<file path="config.mk">
export PLATFORM = sky130hd
export DESIGN_NAME = eod_core
export DESIGN_NICKNAME = d
export VERILOG_FILES = /design/src/hdl/eod_pkg.sv /design/src/hdl/eod_cycle_timer.sv /design/src/hdl/eod_bit_unit.sv /design/src/hdl/eod_core.sv
export VERILOG_INCLUDE_DIRS = /design/src /design/src/hdl
export SDC_FILE = /design/constraint.sdc
export NUM_CORES = 1
export LEC_CHECK = 0
export BUFFER_PORTS_ARGS = -buffer_cell sky130_fd_sc_hd__buf_4
export CAP_MARGIN = 20
export CELL_PAD_IN_SITES_DETAIL_PLACEMENT = 1
export CELL_PAD_IN_SITES_GLOBAL_PLACEMENT = 2
export CORE_AREA = 2 2 250 252
export CTS_CLUSTER_SIZE = 10
export DETAILED_ROUTE_END_ITERATION = 8
export DIE_AREA = 0 0 252 254
export PLACE_DENSITY = 0.85
export SLEW_MARGIN = 20
export SYNTH_ARGS = -nofsm -noshare
export SYNTH_HDL_FRONTEND = slang
export SYNTH_HIERARCHICAL = 1
export SYNTH_SLANG_ARGS = --single-unit
export TNS_END_PERCENT = 30
</file>
<file path="constraint.sdc">
create_clock -name core_clk -period 9.3 [get_ports core_clk]
set_input_delay 1.86 -clock core_clk [delete_from_list [all_inputs] [get_ports core_clk]]
set_output_delay 1.86 -clock core_clk [all_outputs]
set_load 0.02 [all_outputs]
</file>
<file path="src/hdl/eod_regs.svh">
// constants for the extended opcode decoder with breakpoint support
//
// What this block does
// - break flag clear: jump-zero is a 3-cycle no-op that may deschedule
// - opcode B3 (2BF3) sets the break flag in 1 cycle
// - opcode B2 (2BF2) clears the break flag in 1 cycle
// - opcode B4 (2BF4) pushes the break flag state in 2 cycles
// - break flag set: jump-zero swaps pointers with the pair above memstart
// - a swap never deschedules and leaves the stack registers untouched
// - break-enabled jump-zero takes 11 cycles high priority, 13 low priority
// - opcode B1 (2BF1) is an explicit break: 9 cycles high, 11 low
// - opcode 08 (F8) multiplies: b+4 cycles for A positive, m+5 negative
// - 5A (25FA) duplicates the top entry, 79 (27F9) pops, 1 cycle each
// - opcode 74 (27F4) computes a CRC over a word in 35 cycles
// - opcode 75 (27F5) computes a CRC over a byte in 11 cycles
// - opcode 76 (27F6) counts set bits of a word in b+2 cycles
// - opcode 77 (27F7) reverses all bits of a word in 36 cycles
// - opcode 78 (27F8) reverses the low n bits of a word in n+4 cycles
// - opcode 7E (27FE) pushes the memstart address in 1 cycle
// - opcodes 7A/7B disable high/low priority timer interrupts in 1 cycle
// - opcodes 7C/7D enable high/low priority timer interrupts in 6 cycles
// - core clock is the 5 MHz input times the multiplier, 4.0 here
// - opcode 17C pushes the product identity number
`ifndef EOD_REGS_SVH
`define EOD_REGS_SVH

// ----------------------------------------
// byte format
// ----------------------------------------
`define EOD_NIB_JUMP      4'h0
`define EOD_NIB_PREFIX    4'h2
`define EOD_NIB_OPERATE   4'hf

// ----------------------------------------
// secondary operation codes
// ----------------------------------------
`define EOD_OP_PROD       16'h0008
`define EOD_OP_DUP        16'h005a
`define EOD_OP_POP        16'h0079
`define EOD_OP_CRCWORD    16'h0074
`define EOD_OP_CRCBYTE    16'h0075
`define EOD_OP_BITCNT     16'h0076
`define EOD_OP_REVWORD    16'h0077
`define EOD_OP_REVNBITS   16'h0078
`define EOD_OP_TMR_DIS_HI 16'h007a
`define EOD_OP_TMR_DIS_LO 16'h007b
`define EOD_OP_TMR_EN_HI  16'h007c
`define EOD_OP_TMR_EN_LO  16'h007d
`define EOD_OP_MEMSTART   16'h007e
`define EOD_OP_BREAK      16'h00b1
`define EOD_OP_BRK_CLR    16'h00b2
`define EOD_OP_BRK_SET    16'h00b3
`define EOD_OP_BRK_QUERY  16'h00b4
`define EOD_OP_DEVID      16'h017c

// ----------------------------------------
// cycle counts
// ----------------------------------------
`define EOD_CYC_J0_PLAIN  6'd3
`define EOD_CYC_J0_HI     6'd11
`define EOD_CYC_J0_LO     6'd13
`define EOD_CYC_BRK_HI    6'd9
`define EOD_CYC_BRK_LO    6'd11
`define EOD_CYC_ONE       6'd1
`define EOD_CYC_QUERY     6'd2
`define EOD_CYC_PROD_POS  6'd4
`define EOD_CYC_PROD_NEG  6'd5
`define EOD_CYC_CRCWORD   6'd35
`define EOD_CYC_CRCBYTE   6'd11
`define EOD_CYC_BITCNT    6'd2
`define EOD_CYC_REVWORD   6'd36
`define EOD_CYC_REVNBITS  6'd4
`define EOD_CYC_TMR_EN    6'd6

// ----------------------------------------
// clock and fixed values
// ----------------------------------------
`define EOD_CLKIN_KHZ     5000
`define EOD_MULT_X10      40
`define EOD_CORE_KHZ      ((`EOD_CLKIN_KHZ * `EOD_MULT_X10) / 10)
`define EOD_MEMSTART      16'h0048
`define EOD_DEVICE_ID     16'h0007 // arbitrary neutral value
`define EOD_SAVE_IPTR_OFS 16'h0002
`define EOD_SAVE_WPTR_OFS 16'h0004
`define EOD_IPTR_RST      16'h0000
`define EOD_WPTR_RST      16'h0100
`define EOD_WORD_ZERO     16'h0000
`define EOD_WORD_TRUE     16'h0001

`endif

</file>
<file path="src/hdl/eod_pkg.sv">
// types shared by the extended opcode decoder
package eod_pkg;

    // swap sequence, gray coded from idle to wait; the return from wait to idle changes all three bits
    typedef enum logic [2:0] {
        EOD_ST_IDLE = 3'b000,
        EOD_ST_RD_I = 3'b001,
        EOD_ST_RD_W = 3'b011,
        EOD_ST_WR_I = 3'b010,
        EOD_ST_WR_W = 3'b110,
        EOD_ST_WAIT = 3'b111
    } eod_state_t;

    typedef logic [15:0] eod_word_t;

endpackage

</file>
<file path="src/hdl/eod_cycle_timer.sv">
// holds the decoder busy for the cycle count of an instruction
`timescale 1ns/100ps
module eod_cycle_timer (
    // clock and reset
    input  wire logic       core_clk,
    input  wire logic       rst_n,
    // load
    input  wire logic       load,
    input  wire logic [5:0] cycles,
    // status
    output logic      [5:0] remain,
    output logic            busy
);
    logic [5:0] cnt_r;

    // an instruction of n cycles holds the decoder for n-1 cycles after acceptance
    always_ff @(posedge core_clk) begin
        if (!rst_n) begin
            cnt_r <= 6'h00;
        end else if (load) begin
            cnt_r <= cycles - 6'd1;
        end else if (cnt_r != 6'h00) begin
            cnt_r <= cnt_r - 6'd1;
        end
    end

    assign remain = cnt_r;
    assign busy   = (cnt_r != 6'h00);
endmodule

</file>
<file path="src/hdl/eod_bit_unit.sv">
// combinational bit operations: crc, bit count, reversal, significance
`timescale 1ns/100ps
module eod_bit_unit
    import eod_pkg::*;
(
    // operands
    input  eod_word_t  a,
    input  eod_word_t  b,
    input  eod_word_t  c,
    // results
    output eod_word_t  cnt_sum,
    output eod_word_t  rev_word,
    output eod_word_t  rev_nbits,
    output eod_word_t  crc_word,
    output eod_word_t  crc_byte,
    output logic [4:0] sig_a,
    output logic [4:0] sig_neg_a
);
    // crc: shift data in msb first, fold in generator c on carry out
    function automatic eod_word_t crc_step(eod_word_t crc, eod_word_t d,
                                           eod_word_t gen, int nbits);
        eod_word_t r;
        logic      fb;
        r = crc;
        for (int i = 15; i >= 0; i--) begin
            if (i >= 16 - nbits) begin
                fb = r[15];
                r  = {r[14:0], d[i]};
                if (fb) begin
                    r = r ^ gen;
                end
            end
        end
        return r;
    endfunction

    function automatic logic [4:0] sig_bits(eod_word_t v);
        logic [4:0] n;
        n = 5'd0;
        for (int i = 0; i < 16; i++) begin
            if (v[i]) begin
                n = 5'(i + 1);
            end
        end
        return n;
    endfunction

    always_comb begin
        eod_word_t rv;
        eod_word_t pc;
        rv = '0;
        pc = '0;
        for (int i = 0; i < 16; i++) begin
            rv[i] = a[15-i];
            pc    = pc + 16'(a[i]);
        end
        rev_word  = rv;
        cnt_sum   = pc + b;
        rev_nbits = (a >= 16'd16) ? rv : ((a == 16'd0) ? '0 : (rv >> (16 - a[3:0])));
    end

    assign crc_word  = crc_step(a, b, c, 16);
    assign crc_byte  = crc_step(a, b, c, 8);
    assign sig_a     = sig_bits(a);
    assign sig_neg_a = sig_bits(16'd0 - a);
endmodule

</file>
<file path="src/hdl/eod_core.sv">
// instruction decoder and executor for the added secondary operations
`timescale 1ns/100ps
`include "eod_regs.svh"
module eod_core
    import eod_pkg::*;
(
    // clock and reset
    input  wire logic        core_clk,
    input  wire logic        rst_n,
    // instruction byte stream
    input  wire logic        byte_valid,
    input  wire logic [7:0]  byte_data,
    output logic             byte_ready,
    // process priority, high when running at low priority
    input  wire logic        pri_low,
    // evaluation stack and pointers
    output eod_word_t        areg_r,
    output eod_word_t        breg_r,
    output eod_word_t        creg_r,
    output eod_word_t        iptr_r,
    output eod_word_t        wptr_r,
    // status
    output logic             break_en_r,
    output logic             timer_en_hi_r,
    output logic             timer_en_lo_r,
    output logic             desched_ok_r,
    output logic             unknown_op_r,
    // memory port for the saved pointer pair
    output logic             mem_rd_r,
    output logic             mem_wr_r,
    output eod_word_t        mem_addr_r,
    output eod_word_t        mem_wdata_r,
    input  wire eod_word_t   mem_rdata
);
    // ----------------------------------------
    // declarations
    // ----------------------------------------
    eod_state_t  state_r;
    eod_word_t   oper_r;
    eod_word_t   oper_nxt;
    eod_word_t   new_iptr_r;
    eod_word_t   new_wptr_r;
    logic        take;
    logic        is_prefix;
    logic        is_operate;
    logic        is_jump;
    logic        swap_go;
    logic        known;
    logic        tmr_load;
    logic [5:0]  cyc_nxt;
    logic [5:0]  remain;
    logic        busy;
    eod_word_t   cnt_sum;
    eod_word_t   rev_word;
    eod_word_t   rev_nbits;
    eod_word_t   crc_word;
    eod_word_t   crc_byte;
    logic [4:0]  sig_a;
    logic [4:0]  sig_neg_a;
    logic [4:0]  nbits;

    // ----------------------------------------
    // byte acceptance
    // ----------------------------------------
    assign byte_ready = !busy && (state_r == EOD_ST_IDLE);
    assign take       = byte_valid && byte_ready;
    assign is_prefix  = (byte_data[7:4] == `EOD_NIB_PREFIX);
    assign is_operate = (byte_data[7:4] == `EOD_NIB_OPERATE);
    assign is_jump    = (byte_data[7:4] == `EOD_NIB_JUMP);
    assign oper_nxt   = {oper_r[11:0], byte_data[3:0]};
    assign nbits      = (areg_r >= 16'd16) ? 5'd16 : {1'b0, areg_r[3:0]};

    // jump-zero with breakpoints on, or explicit break
    assign swap_go = take && ((is_jump && oper_nxt == `EOD_WORD_ZERO && break_en_r)
                              || (is_operate && oper_nxt == `EOD_OP_BREAK));

    // ----------------------------------------
    // helpers
    // ----------------------------------------
    eod_cycle_timer eod_cycle_timer_inst (
        .core_clk (core_clk),
        .rst_n    (rst_n),
        .load     (tmr_load),
        .cycles   (cyc_nxt),
        .remain   (remain),
        .busy     (busy)
    );

    eod_bit_unit eod_bit_unit_inst (
        .a         (areg_r),
        .b         (breg_r),
        .c         (creg_r),
        .cnt_sum   (cnt_sum),
        .rev_word  (rev_word),
        .rev_nbits (rev_nbits),
        .crc_word  (crc_word),
        .crc_byte  (crc_byte),
        .sig_a     (sig_a),
        .sig_neg_a (sig_neg_a)
    );

    // ----------------------------------------
    // cycle count of the accepted instruction
    // ----------------------------------------
    always_comb begin
        cyc_nxt = `EOD_CYC_ONE;
        known   = 1'b1;
        if (is_jump) begin
            if (oper_nxt != `EOD_WORD_ZERO) begin
                cyc_nxt = `EOD_CYC_ONE;
            end else if (!break_en_r) begin
                cyc_nxt = `EOD_CYC_J0_PLAIN;
            end else begin
                cyc_nxt = pri_low ? `EOD_CYC_J0_LO : `EOD_CYC_J0_HI;
            end
        end else if (is_operate) begin
            case (oper_nxt)
                `EOD_OP_BREAK:      cyc_nxt = pri_low ? `EOD_CYC_BRK_LO
                                                      : `EOD_CYC_BRK_HI;
                `EOD_OP_BRK_SET:    cyc_nxt = `EOD_CYC_ONE;
                `EOD_OP_BRK_CLR:    cyc_nxt = `EOD_CYC_ONE;
                `EOD_OP_BRK_QUERY:  cyc_nxt = `EOD_CYC_QUERY;
                `EOD_OP_PROD: begin
                    if (areg_r[15]) begin
                        cyc_nxt = {1'b0, sig_neg_a} + `EOD_CYC_PROD_NEG;
                    end else begin
                        cyc_nxt = {1'b0, sig_a} + `EOD_CYC_PROD_POS;
                    end
                end
                `EOD_OP_DUP:        cyc_nxt = `EOD_CYC_ONE;
                `EOD_OP_POP:        cyc_nxt = `EOD_CYC_ONE;
                `EOD_OP_CRCWORD:    cyc_nxt = `EOD_CYC_CRCWORD;
                `EOD_OP_CRCBYTE:    cyc_nxt = `EOD_CYC_CRCBYTE;
                `EOD_OP_BITCNT:     cyc_nxt = {1'b0, sig_a} + `EOD_CYC_BITCNT;
                `EOD_OP_REVWORD:    cyc_nxt = `EOD_CYC_REVWORD;
                `EOD_OP_REVNBITS:   cyc_nxt = {1'b0, nbits} + `EOD_CYC_REVNBITS;
                `EOD_OP_MEMSTART:   cyc_nxt = `EOD_CYC_ONE;
                `EOD_OP_DEVID:      cyc_nxt = `EOD_CYC_ONE;
                `EOD_OP_TMR_DIS_HI: cyc_nxt = `EOD_CYC_ONE;
                `EOD_OP_TMR_DIS_LO: cyc_nxt = `EOD_CYC_ONE;
                `EOD_OP_TMR_EN_HI:  cyc_nxt = `EOD_CYC_TMR_EN;
                `EOD_OP_TMR_EN_LO:  cyc_nxt = `EOD_CYC_TMR_EN;
                default: begin
                    cyc_nxt = `EOD_CYC_ONE;
                    known   = 1'b0;
                end
            endcase
        end else if (!is_prefix) begin
            known = 1'b0;
        end
    end

    assign tmr_load = take && !is_prefix;

    // ----------------------------------------
    // operand accumulation
    // ----------------------------------------
    always_ff @(posedge core_clk) begin
        if (!rst_n) begin
            oper_r <= `EOD_WORD_ZERO;
        end else if (take) begin
            oper_r <= is_prefix ? oper_nxt : `EOD_WORD_ZERO;
        end
    end

    // ----------------------------------------
    // evaluation stack
    // ----------------------------------------
    // a jump-zero swap takes no branch here and an explicit break takes only the holding default, so the stack is preserved
    always_ff @(posedge core_clk) begin
        if (!rst_n) begin
            areg_r <= `EOD_WORD_ZERO;
            breg_r <= `EOD_WORD_ZERO;
            creg_r <= `EOD_WORD_ZERO;
        end else if (take && is_operate) begin
            case (oper_nxt)
                `EOD_OP_PROD: begin
                    areg_r <= 16'(areg_r * breg_r);
                    breg_r <= creg_r;
                end
                `EOD_OP_DUP: begin
                    breg_r <= areg_r;
                    creg_r <= breg_r;
                end
                `EOD_OP_POP: begin
                    areg_r <= breg_r;
                    breg_r <= creg_r;
                end
                `EOD_OP_CRCWORD: begin
                    areg_r <= crc_word;
                    breg_r <= creg_r;
                end
                `EOD_OP_CRCBYTE: begin
                    areg_r <= crc_byte;
                    breg_r <= creg_r;
                end
                `EOD_OP_BITCNT: begin
                    areg_r <= cnt_sum;
                    breg_r <= creg_r;
                end
                `EOD_OP_REVWORD: begin
                    areg_r <= rev_word;
                end
                `EOD_OP_REVNBITS: begin
                    areg_r <= rev_nbits;
                    breg_r <= creg_r;
                end
                `EOD_OP_BRK_QUERY: begin
                    areg_r <= break_en_r ? `EOD_WORD_TRUE : `EOD_WORD_ZERO;
                    breg_r <= areg_r;
                    creg_r <= breg_r;
                end
                `EOD_OP_MEMSTART: begin
                    areg_r <= `EOD_MEMSTART;
                    breg_r <= areg_r;
                    creg_r <= breg_r;
                end
                `EOD_OP_DEVID: begin
                    areg_r <= `EOD_DEVICE_ID;
                    breg_r <= areg_r;
                    creg_r <= breg_r;
                end
                default: begin
                    areg_r <= areg_r;
                end
            endcase
        end
    end

    // ----------------------------------------
    // flags
    // ----------------------------------------
    always_ff @(posedge core_clk) begin
        if (!rst_n) begin
            break_en_r <= 1'b0;
        end else if (take && is_operate && oper_nxt == `EOD_OP_BRK_SET) begin
            break_en_r <= 1'b1;
        end else if (take && is_operate && oper_nxt == `EOD_OP_BRK_CLR) begin
            break_en_r <= 1'b0;
        end
    end

    always_ff @(posedge core_clk) begin
        if (!rst_n) begin
            timer_en_hi_r <= 1'b0;
            timer_en_lo_r <= 1'b0;
        end else if (take && is_operate) begin
            if (oper_nxt == `EOD_OP_TMR_DIS_HI) begin
                timer_en_hi_r <= 1'b0;
            end
            if (oper_nxt == `EOD_OP_TMR_DIS_LO) begin
                timer_en_lo_r <= 1'b0;
            end
            if (oper_nxt == `EOD_OP_TMR_EN_HI) begin
                timer_en_hi_r <= 1'b1;
            end
            if (oper_nxt == `EOD_OP_TMR_EN_LO) begin
                timer_en_lo_r <= 1'b1;
            end
        end
    end

    // plain jump-zero offers a descheduling point; a swap never does
    always_ff @(posedge core_clk) begin
        if (!rst_n) begin
            desched_ok_r <= 1'b0;
            unknown_op_r <= 1'b0;
        end else begin
            desched_ok_r <= take && is_jump && oper_nxt == `EOD_WORD_ZERO
                            && !break_en_r;
            unknown_op_r <= take && !known;
        end
    end

    // ----------------------------------------
    // pointer swap sequence
    // ----------------------------------------
    always_ff @(posedge core_clk) begin
        if (!rst_n) begin
            state_r     <= EOD_ST_IDLE;
            mem_rd_r    <= 1'b0;
            mem_wr_r    <= 1'b0;
            mem_addr_r  <= `EOD_WORD_ZERO;
            mem_wdata_r <= `EOD_WORD_ZERO;
            new_iptr_r  <= `EOD_WORD_ZERO;
            new_wptr_r  <= `EOD_WORD_ZERO;
        end else begin
            case (state_r)
                EOD_ST_IDLE: begin
                    if (swap_go) begin
                        state_r    <= EOD_ST_RD_I;
                        mem_rd_r   <= 1'b1;
                        mem_addr_r <= `EOD_MEMSTART + `EOD_SAVE_IPTR_OFS;
                    end
                end
                EOD_ST_RD_I: begin
                    state_r    <= EOD_ST_RD_W;
                    mem_addr_r <= `EOD_MEMSTART + `EOD_SAVE_WPTR_OFS;
                end
                EOD_ST_RD_W: begin
                    state_r     <= EOD_ST_WR_I;
                    new_iptr_r  <= mem_rdata;
                    mem_rd_r    <= 1'b0;
                    mem_wr_r    <= 1'b1;
                    mem_addr_r  <= `EOD_MEMSTART + `EOD_SAVE_IPTR_OFS;
                    mem_wdata_r <= iptr_r;
                end
                EOD_ST_WR_I: begin
                    state_r     <= EOD_ST_WR_W;
                    new_wptr_r  <= mem_rdata;
                    mem_addr_r  <= `EOD_MEMSTART + `EOD_SAVE_WPTR_OFS;
                    mem_wdata_r <= wptr_r;
                end
                EOD_ST_WR_W: begin
                    state_r  <= EOD_ST_WAIT;
                    mem_wr_r <= 1'b0;
                end
                EOD_ST_WAIT: begin
                    if (remain == 6'd1) begin
                        state_r <= EOD_ST_IDLE;
                    end
                end
                default: begin
                    state_r  <= EOD_ST_IDLE;
                    mem_rd_r <= 1'b0;
                    mem_wr_r <= 1'b0;
                end
            endcase
        end
    end

    // ----------------------------------------
    // instruction and workspace pointers
    // ----------------------------------------
    always_ff @(posedge core_clk) begin
        if (!rst_n) begin
            iptr_r <= `EOD_IPTR_RST;
            wptr_r <= `EOD_WPTR_RST;
        end else if (state_r == EOD_ST_WAIT && remain == 6'd1) begin
            iptr_r <= new_iptr_r;
            wptr_r <= new_wptr_r;
        end else if (take) begin
            if (is_jump && !swap_go) begin
                iptr_r <= iptr_r + 16'd1 + oper_nxt;
            end else begin
                iptr_r <= iptr_r + 16'd1;
            end
        end
    end

    // core_clk is the multiplied processor clock of `EOD_CORE_KHZ kHz
endmodule

</file>
# Yosys cells after proc, flatten, opt, wreduce, memory -nomap -nowiden
# Index checks and enable logic that the tools add are counted.
[word_totals]
reg_bits = 172
inputBits = 28
elab_cells = 232
[classes]
addsub = 26
multipliers = 1
magnitude_cmp = 1
n_eq_ne = 28
shifts = 1
n_mux = 87
bitwise_logic = 17
reduce_logical = 52
[ops]
columns = ["op", "count"]
rows = [
  ["16-bit 2-to-1 mux", 22],
  ["16-bit XOR", 16],
  ["16-bit by 1-bit adder with 16-bit output", 14],
  ["16-bit by 7-bit equality test with 1-bit output (second input constant)", 12],
  ["16-bit one-hot mux with 10 select lines", 1],
  ["4-bit 2-to-1 mux", 18],
  ["16-bit by 8-bit equality test with 1-bit output (second input constant)", 4],
  ["16-bit one-hot mux with 2 select lines", 2],
  ["6-bit one-hot mux with 9 select lines", 1],
  ["16-bit one-hot mux with 3 select lines", 1],
  ["3-bit 2-to-1 mux", 11],
  ["16-bit adder", 2],
  ["16-bit logical NOT", 2],
  ["16-bit by 32-bit >> shifter with 16-bit output", 1],
  ["6-bit 2-to-1 mux", 5],
  ["5-bit by 3-bit adder with 6-bit output (second input constant)", 3],
  ["3-bit one-hot mux with 6 select lines", 1],
  ["18-bit OR reduction", 1],
  ["16-bit by 1-bit adder with 16-bit output (second input constant)", 1],
  ["16-bit by 4-bit equality test with 1-bit output (second input constant)", 1],
  ["16-bit by 9-bit equality test with 1-bit output (second input constant)", 1],
  ["16-bit by 5-bit greater-or-equal comparator with 1-bit output (second input constant)", 1],
  ["1-bit logical AND", 16],
  ["16-bit by 16-bit multiplier with 16-bit output", 1],
  ["32 further kinds", 75],
]

# Logic depth before layout (Yosys ltp)
[logic_depth]
word_depth = 33
mapped_depth = 35

# Modules after synthesis
# The synthesis kept the hierarchy.
[modules_own_cells]
columns = ["mod", "n_inst", "cells_per_inst", "area_each_um2", "seq_area_each_um2"]
rows = [
  ["eod_core", 1, 1546, 12477.0, 3062.9],
  ["eod_bit_unit", 1, 1251, 8374.3, 0.0],
  ["eod_cycle_timer", 1, 43, 391.6, 120.1],
]

# Worst setup path before layout
# OpenSTA, ideal clock, no wires.
[synth_path]
path_kind = "reg2reg"
start = "register areg_r[14]"
end = "register areg_r[2]"
setup_ps = 132
arrival_ps = 7176
path_slack_ps = 1991
path_stages_with_launch = 32
n_path_buf = 4
synth_period_minus_slack_ps = 7309
cell_sequence = "dfxtp_1 buf_4 and3b_1 o211a_4 o21a_1 buf_4 o32ai_2 xnor2_1 nor3_1 a221o_1 o21a_1 nor2_4 mux2i_1 o21a_1 buf_2 o31ai_1 or4_1 nand4_1 o31a_1 a41o_1 o21a_2 xor3_1 a211oi_4 buf_6 o21ai_2 xnor2_1 mux2_2 a22oi_1 nand3_1 a221oi_1 a21o_1 a21oi_1"
[synth_via]
elab_chain_len = 31
[synth_rtl]
columns = ["element", "line_no", "rtl"]
rows = [
  ["start, declared", "eod_core.sv:17", "output eod_word_t areg_r,"],
  ["start signal, assigned", "eod_core.sv:172", "areg_r <= `EOD_WORD_ZERO;"],
  ["start signal, assigned", "eod_core.sv:178", "areg_r <= 16'(areg_r * breg_r);"],
  ["start signal, assigned", "eod_core.sv:186", "areg_r <= breg_r;"],
  ["16-bit XOR", "eod_bit_unit.sv:30", "r = r ^ gen;"],
  ["16-bit 2-to-1 mux (*) (2 in series)", "eod_bit_unit.sv:29", "if (fb) begin"],
  ["16-bit XOR", "eod_bit_unit.sv:30", ""],
  ["16-bit 2-to-1 mux (*)", "eod_bit_unit.sv:29", ""],
  ["16-bit XOR", "eod_bit_unit.sv:30", ""],
  ["16-bit 2-to-1 mux (*)", "eod_bit_unit.sv:29", ""],
  ["16-bit XOR", "eod_bit_unit.sv:30", ""],
  ["16-bit 2-to-1 mux (*)", "eod_bit_unit.sv:29", ""],
  ["[... 14 more ...]", "n/a", ""],
  ["16-bit XOR", "eod_bit_unit.sv:30", ""],
  ["16-bit 2-to-1 mux (*) (2 in series)", "eod_bit_unit.sv:29", ""],
  ["16-bit XOR or 16-bit 2-to-1 mux (tied branches)", "eod_bit_unit.sv:30, eod_bit_unit.sv:29", ""],
  ["16-bit 2-to-1 mux (*)", "eod_bit_unit.sv:29", ""],
  ["16-bit XOR or 16-bit 2-to-1 mux (tied branches)", "eod_bit_unit.sv:30, eod_bit_unit.sv:29", ""],
  ["16-bit 2-to-1 mux (*)", "eod_bit_unit.sv:29", ""],
  ["named net crc_word[2]", "eod_core.sv:56", "eod_word_t crc_word;"],
  ["16-bit one-hot mux with 10 select lines (*)", "eod_core.sv:176", "case (oper_nxt)"],
]
# The timed path passes the listed nets; every way through them passes the cells marked *.
# A chain may end at the register's enable or synchronous reset.

# Worst setup path in the final report
[layout_path]
start = "register areg_r[14]"
end = "register areg_r[11]"
[layout_via]
elab_chain_len = 31
[layout_rtl]
columns = ["element", "line_no", "rtl"]
rows = [
  ["16-bit XOR", "eod_bit_unit.sv:30", ""],
  ["16-bit 2-to-1 mux (*) (2 in series)", "eod_bit_unit.sv:29", ""],
  ["16-bit XOR", "eod_bit_unit.sv:30", ""],
  ["16-bit 2-to-1 mux (*)", "eod_bit_unit.sv:29", ""],
  ["16-bit XOR", "eod_bit_unit.sv:30", ""],
  ["16-bit 2-to-1 mux (*)", "eod_bit_unit.sv:29", ""],
  ["16-bit XOR", "eod_bit_unit.sv:30", ""],
  ["16-bit 2-to-1 mux (*)", "eod_bit_unit.sv:29", ""],
  ["[... 6 more ...]", "n/a", ""],
  ["named net crc_byte[15]", "eod_core.sv:57", "eod_word_t crc_byte;"],
  ["[... 9 more ...]", "n/a", ""],
  ["16-bit XOR", "eod_bit_unit.sv:30", ""],
  ["16-bit 2-to-1 mux (*)", "eod_bit_unit.sv:29", ""],
  ["16-bit XOR", "eod_bit_unit.sv:30", ""],
  ["16-bit 2-to-1 mux (*)", "eod_bit_unit.sv:29", ""],
  ["16-bit XOR", "eod_bit_unit.sv:30", ""],
  ["16-bit 2-to-1 mux (*)", "eod_bit_unit.sv:29", ""],
  ["named net crc_word[11]", "eod_core.sv:56", ""],
  ["16-bit one-hot mux with 10 select lines (*)", "eod_core.sv:176", ""],
]
# Marks and branches as above.

==> results.cfg <==
[grt]
grt_max_degree = 98
grt_util_all_layers_pct = 27.4
grt_pass1_wl_mm = 136
grt_overflow_total = 0
grt_pass1_vias = 22400
antenna_found_initial = 1

[placement]
place_congestion = 0.954
hpwlAfterDp_mm = 65.5
portBuffers = 135
place_area_um2 = 22800

[detailed_routing]
vias = 21900
wirelength_mm = 89.6
detail_route.wl_per_cell_um = 24.6
drc = 0
dr.pass1.iters = 8
final_antenna_net_count = 0
drt-initial-drc-count = 1831
vias_per_cell = 6.00

[pwr]
power.density_nw_per_um2 = 78.0
clkPwrFrac_pct = 42.7
switching_share_pct = 34.6
p_int_mw = 1.20
vdd_drop_max_mv = 0.135
p_total_mw = 1.83
power_switching_mw = 0.634
leakage_nw = 9.32
pwr-share-seq_pct = 40.0
p_comb_share_pct = 17.3

[setup_path]
path_class = reg -> reg
crit_path_start_kind = flip-flop
setup.worst_path.start = areg_r[14]
crit_fanout = 31
r2r-start = areg_r[14]
r2r-end = areg_r[11]
rrSetupSlack_ns = 0.45
r2r_cells = 30
crit_path_end = areg_r[11]
crit_family = compound AO/OA/AOI/OAI gates
cp.depth = 30
cp-end-kind = flip-flop
path_buf_inv = 4
crit_required_ns = 9.63
cp.arrival_ns = 9.18
cpPeakStageDelay_ns = 0.78
slowest_stage = dfxtp_2

[synth]
syn_area_per_cell_um2 = 7.48
synth-seq-cells = 159
yosysTopAreaCellShare_pct = 15.0
ys_types = 121
ys_seq_area_share_pct = 15.0
async_flop_share_pct = 0
synthCells = 2840
synth-main-ff-cell = dfxtp_1
synth_edf_count = 0
ys.warnings.count = 6
yosys.area.top_type = dfxtp_1
ys_top_cells_by_area = dfxtp_1 (15%), fa_1 (8.8%), xnor2_1 (8.6%)
synth_area_um2 = 21200

[timing]
finalClockSkew_ns = 0.0285
finalCriticalPeriod_ns = 8.85
rsz0062_at_grt = no
timing.fmax_mhz = 113
finalSetupViolations = 0
min_period_over_period_pct = 95.2
timing.setup.tns_ns = 0
maxSlewViolCount = 0
worst_slew_pin_slew_ns = 1.12
max_slew_margin_pct = 25.2
hold_violations = 0

[layout]
post_route_cells_drive_above_1_share_pct = 12.9
nets = 3051
finalInstanceArea_um2 = 23500
area_growth_pct = 10.6
final_common_cell = nand2_1
layout_common_cells = nand2_1 (483), buf_4 (223), xnor2_1 (207)
antenna-diode-count = 0

[clock_network]
cts_made_buffers = 17
htreeDepth = 4
clock_latency_ns = 0.48
post_cts_buffers = 0
cts_max_path_buffers = 2
clock_sinks = 159
path_clk_slew_ns = 0.08
cts_tree = yes
holdBufCountCts = 0
clockRootBuffer = clkbuf_16

[hold_path]
min_path_type = reg -> reg

[floorplanning]
fp.coreArea_um2 = 61300
rows = 91
dieHeight_um = 254
start_util_pct = 34.7
dieWidth_um = 252
ios = 148
die-area_um2 = 64000

[run]
drv_cap = 0

[outcome]
status = completed
stage by stage:
step	hold WS (ns)	std cells	setup WS, ns	util [%]
after global placement	0.435	3619	0.829	37.3
after floorplan	0.432	2851	1.99	-
after detailed placement	0.449	3619	0.586	37.3
after global routing	0.468	3651	0.0113	38.4
final	0.458	3651	0.449	38.4
after CTS	0.460	3651	0.543	38.3
cells by family (layout without fill, tap and decap cells):
family | count (synthesis) | after routing | share of synthesized area, %
mux | 90 | 90 | 4.55
fa+ha+maj | 175 | 175 | 13.6
buf+inv | 408 | 418 | 8.30
flops | 159 | 159 | 15.0
simple gates | 1026 | 1026 | 22.7
xor+xnor | 274 | 274 | 12.7
other cells | 1 | 12 | 0.0177
compound gates | 707 | 707 | 23.2
synthesized netlist by cell type, types with 13 or more instances:
cell and instances:
nand2_1 483, xnor2_1 208, a21oi_1 176, nor2_1 172, dfxtp_1 159, inv_1 155
clkbuf_1 152, o21ai_0 123, fa_1 93, and2_1 83, ha_1 82, nor3_1 60
mux2i_1 56, nand3_1 56, a211oi_1 50, xor2_1 44, a22oi_1 42, buf_4 36
buf_2 33, mux2_2 32, a32oi_1 29, and3_1 26, o211ai_1 25, a22o_1 23
a21o_1 22, a31oi_1 21, buf_1 18, nand4_1 17, nor4_1 17, xnor3_1 17
o21ai_1 15, nand2b_1 14, o21a_1 14, or3_1 14, nor2b_1 13, or4_1 13
area by class of cell:
cell class	count	area [µm²]
clock buffers	17	425
clock inverters	15	216
multi-input cells	2284	16400
repair buffers	224	1690
inverters	162	613
well taps	790	988
flip-flops and latches	159	3190
fillers	7527	37800
worst reg2reg max path, delay by kind of cell (launching register included):
family                 cells  cell delay, ns
AO/OA/AOI/OAI             15            4.47
flip-flops                 1            0.78
AND/OR/NAND/NOR            6            0.75
buffers and inverters      4            0.82
multiplexers               1            0.27
XOR/XNOR                   4            1.63
registers in the layout, indices dropped and copies added, names as in the netlist, 3 cells and up:
register                     count
wptr_r                          16
breg_r                          16
new_wptr_r                      16
mem_addr_r                       3
state_r                          3
iptr_r                          16
oper_r                          12
areg_r                          16
new_iptr_r                      16
creg_r                          16
mem_wdata_r                     16
eod_cycle_timer_inst/remain      6
per-layer routing:
layer / global-route usage [%] / wire length, µm / vias up
met4: 11.0 / 3700 / 0
met1: 34.0 / 37200 / 11100
li1: - / - / 9865
met3: 3.77 / 5240 / 195
met5: 0 / 0 / -
met2: 47.8 / 43500 / 789
power by group through the flow:
stage                     clock, mW  sequential (mW)  combinational, mW
final                         0.783            0.733              0.318
after detailed placement          0            0.749              0.315
after floorplan                   0            0.746              0.218
after global routing          0.822            0.737              0.346
after CTS                     0.796            0.733              0.318
after global placement            0            0.749              0.301
how the worst min path moves through the flow:
stage                         startpoint        endpoint  slack [ns]  cells after the start
after detailed placement  new_iptr_r[12]  new_iptr_r[12]        0.45                      2
after global placement    new_wptr_r[15]      wptr_r[15]        0.43                      2
after floorplan            new_wptr_r[0]       wptr_r[0]        0.43                      2
after global routing       new_wptr_r[3]       wptr_r[3]        0.47                      2
after CTS                  new_wptr_r[3]       wptr_r[3]        0.46                      2
final                      new_wptr_r[4]       wptr_r[4]        0.46                      2
timing repair:
action,CTS,global route
resized for setup,0,1
endpoints found under the hold margin,0,0
endpoints found under the setup margin,0,6
No activity file was read; power rests on OpenSTA's default activity.
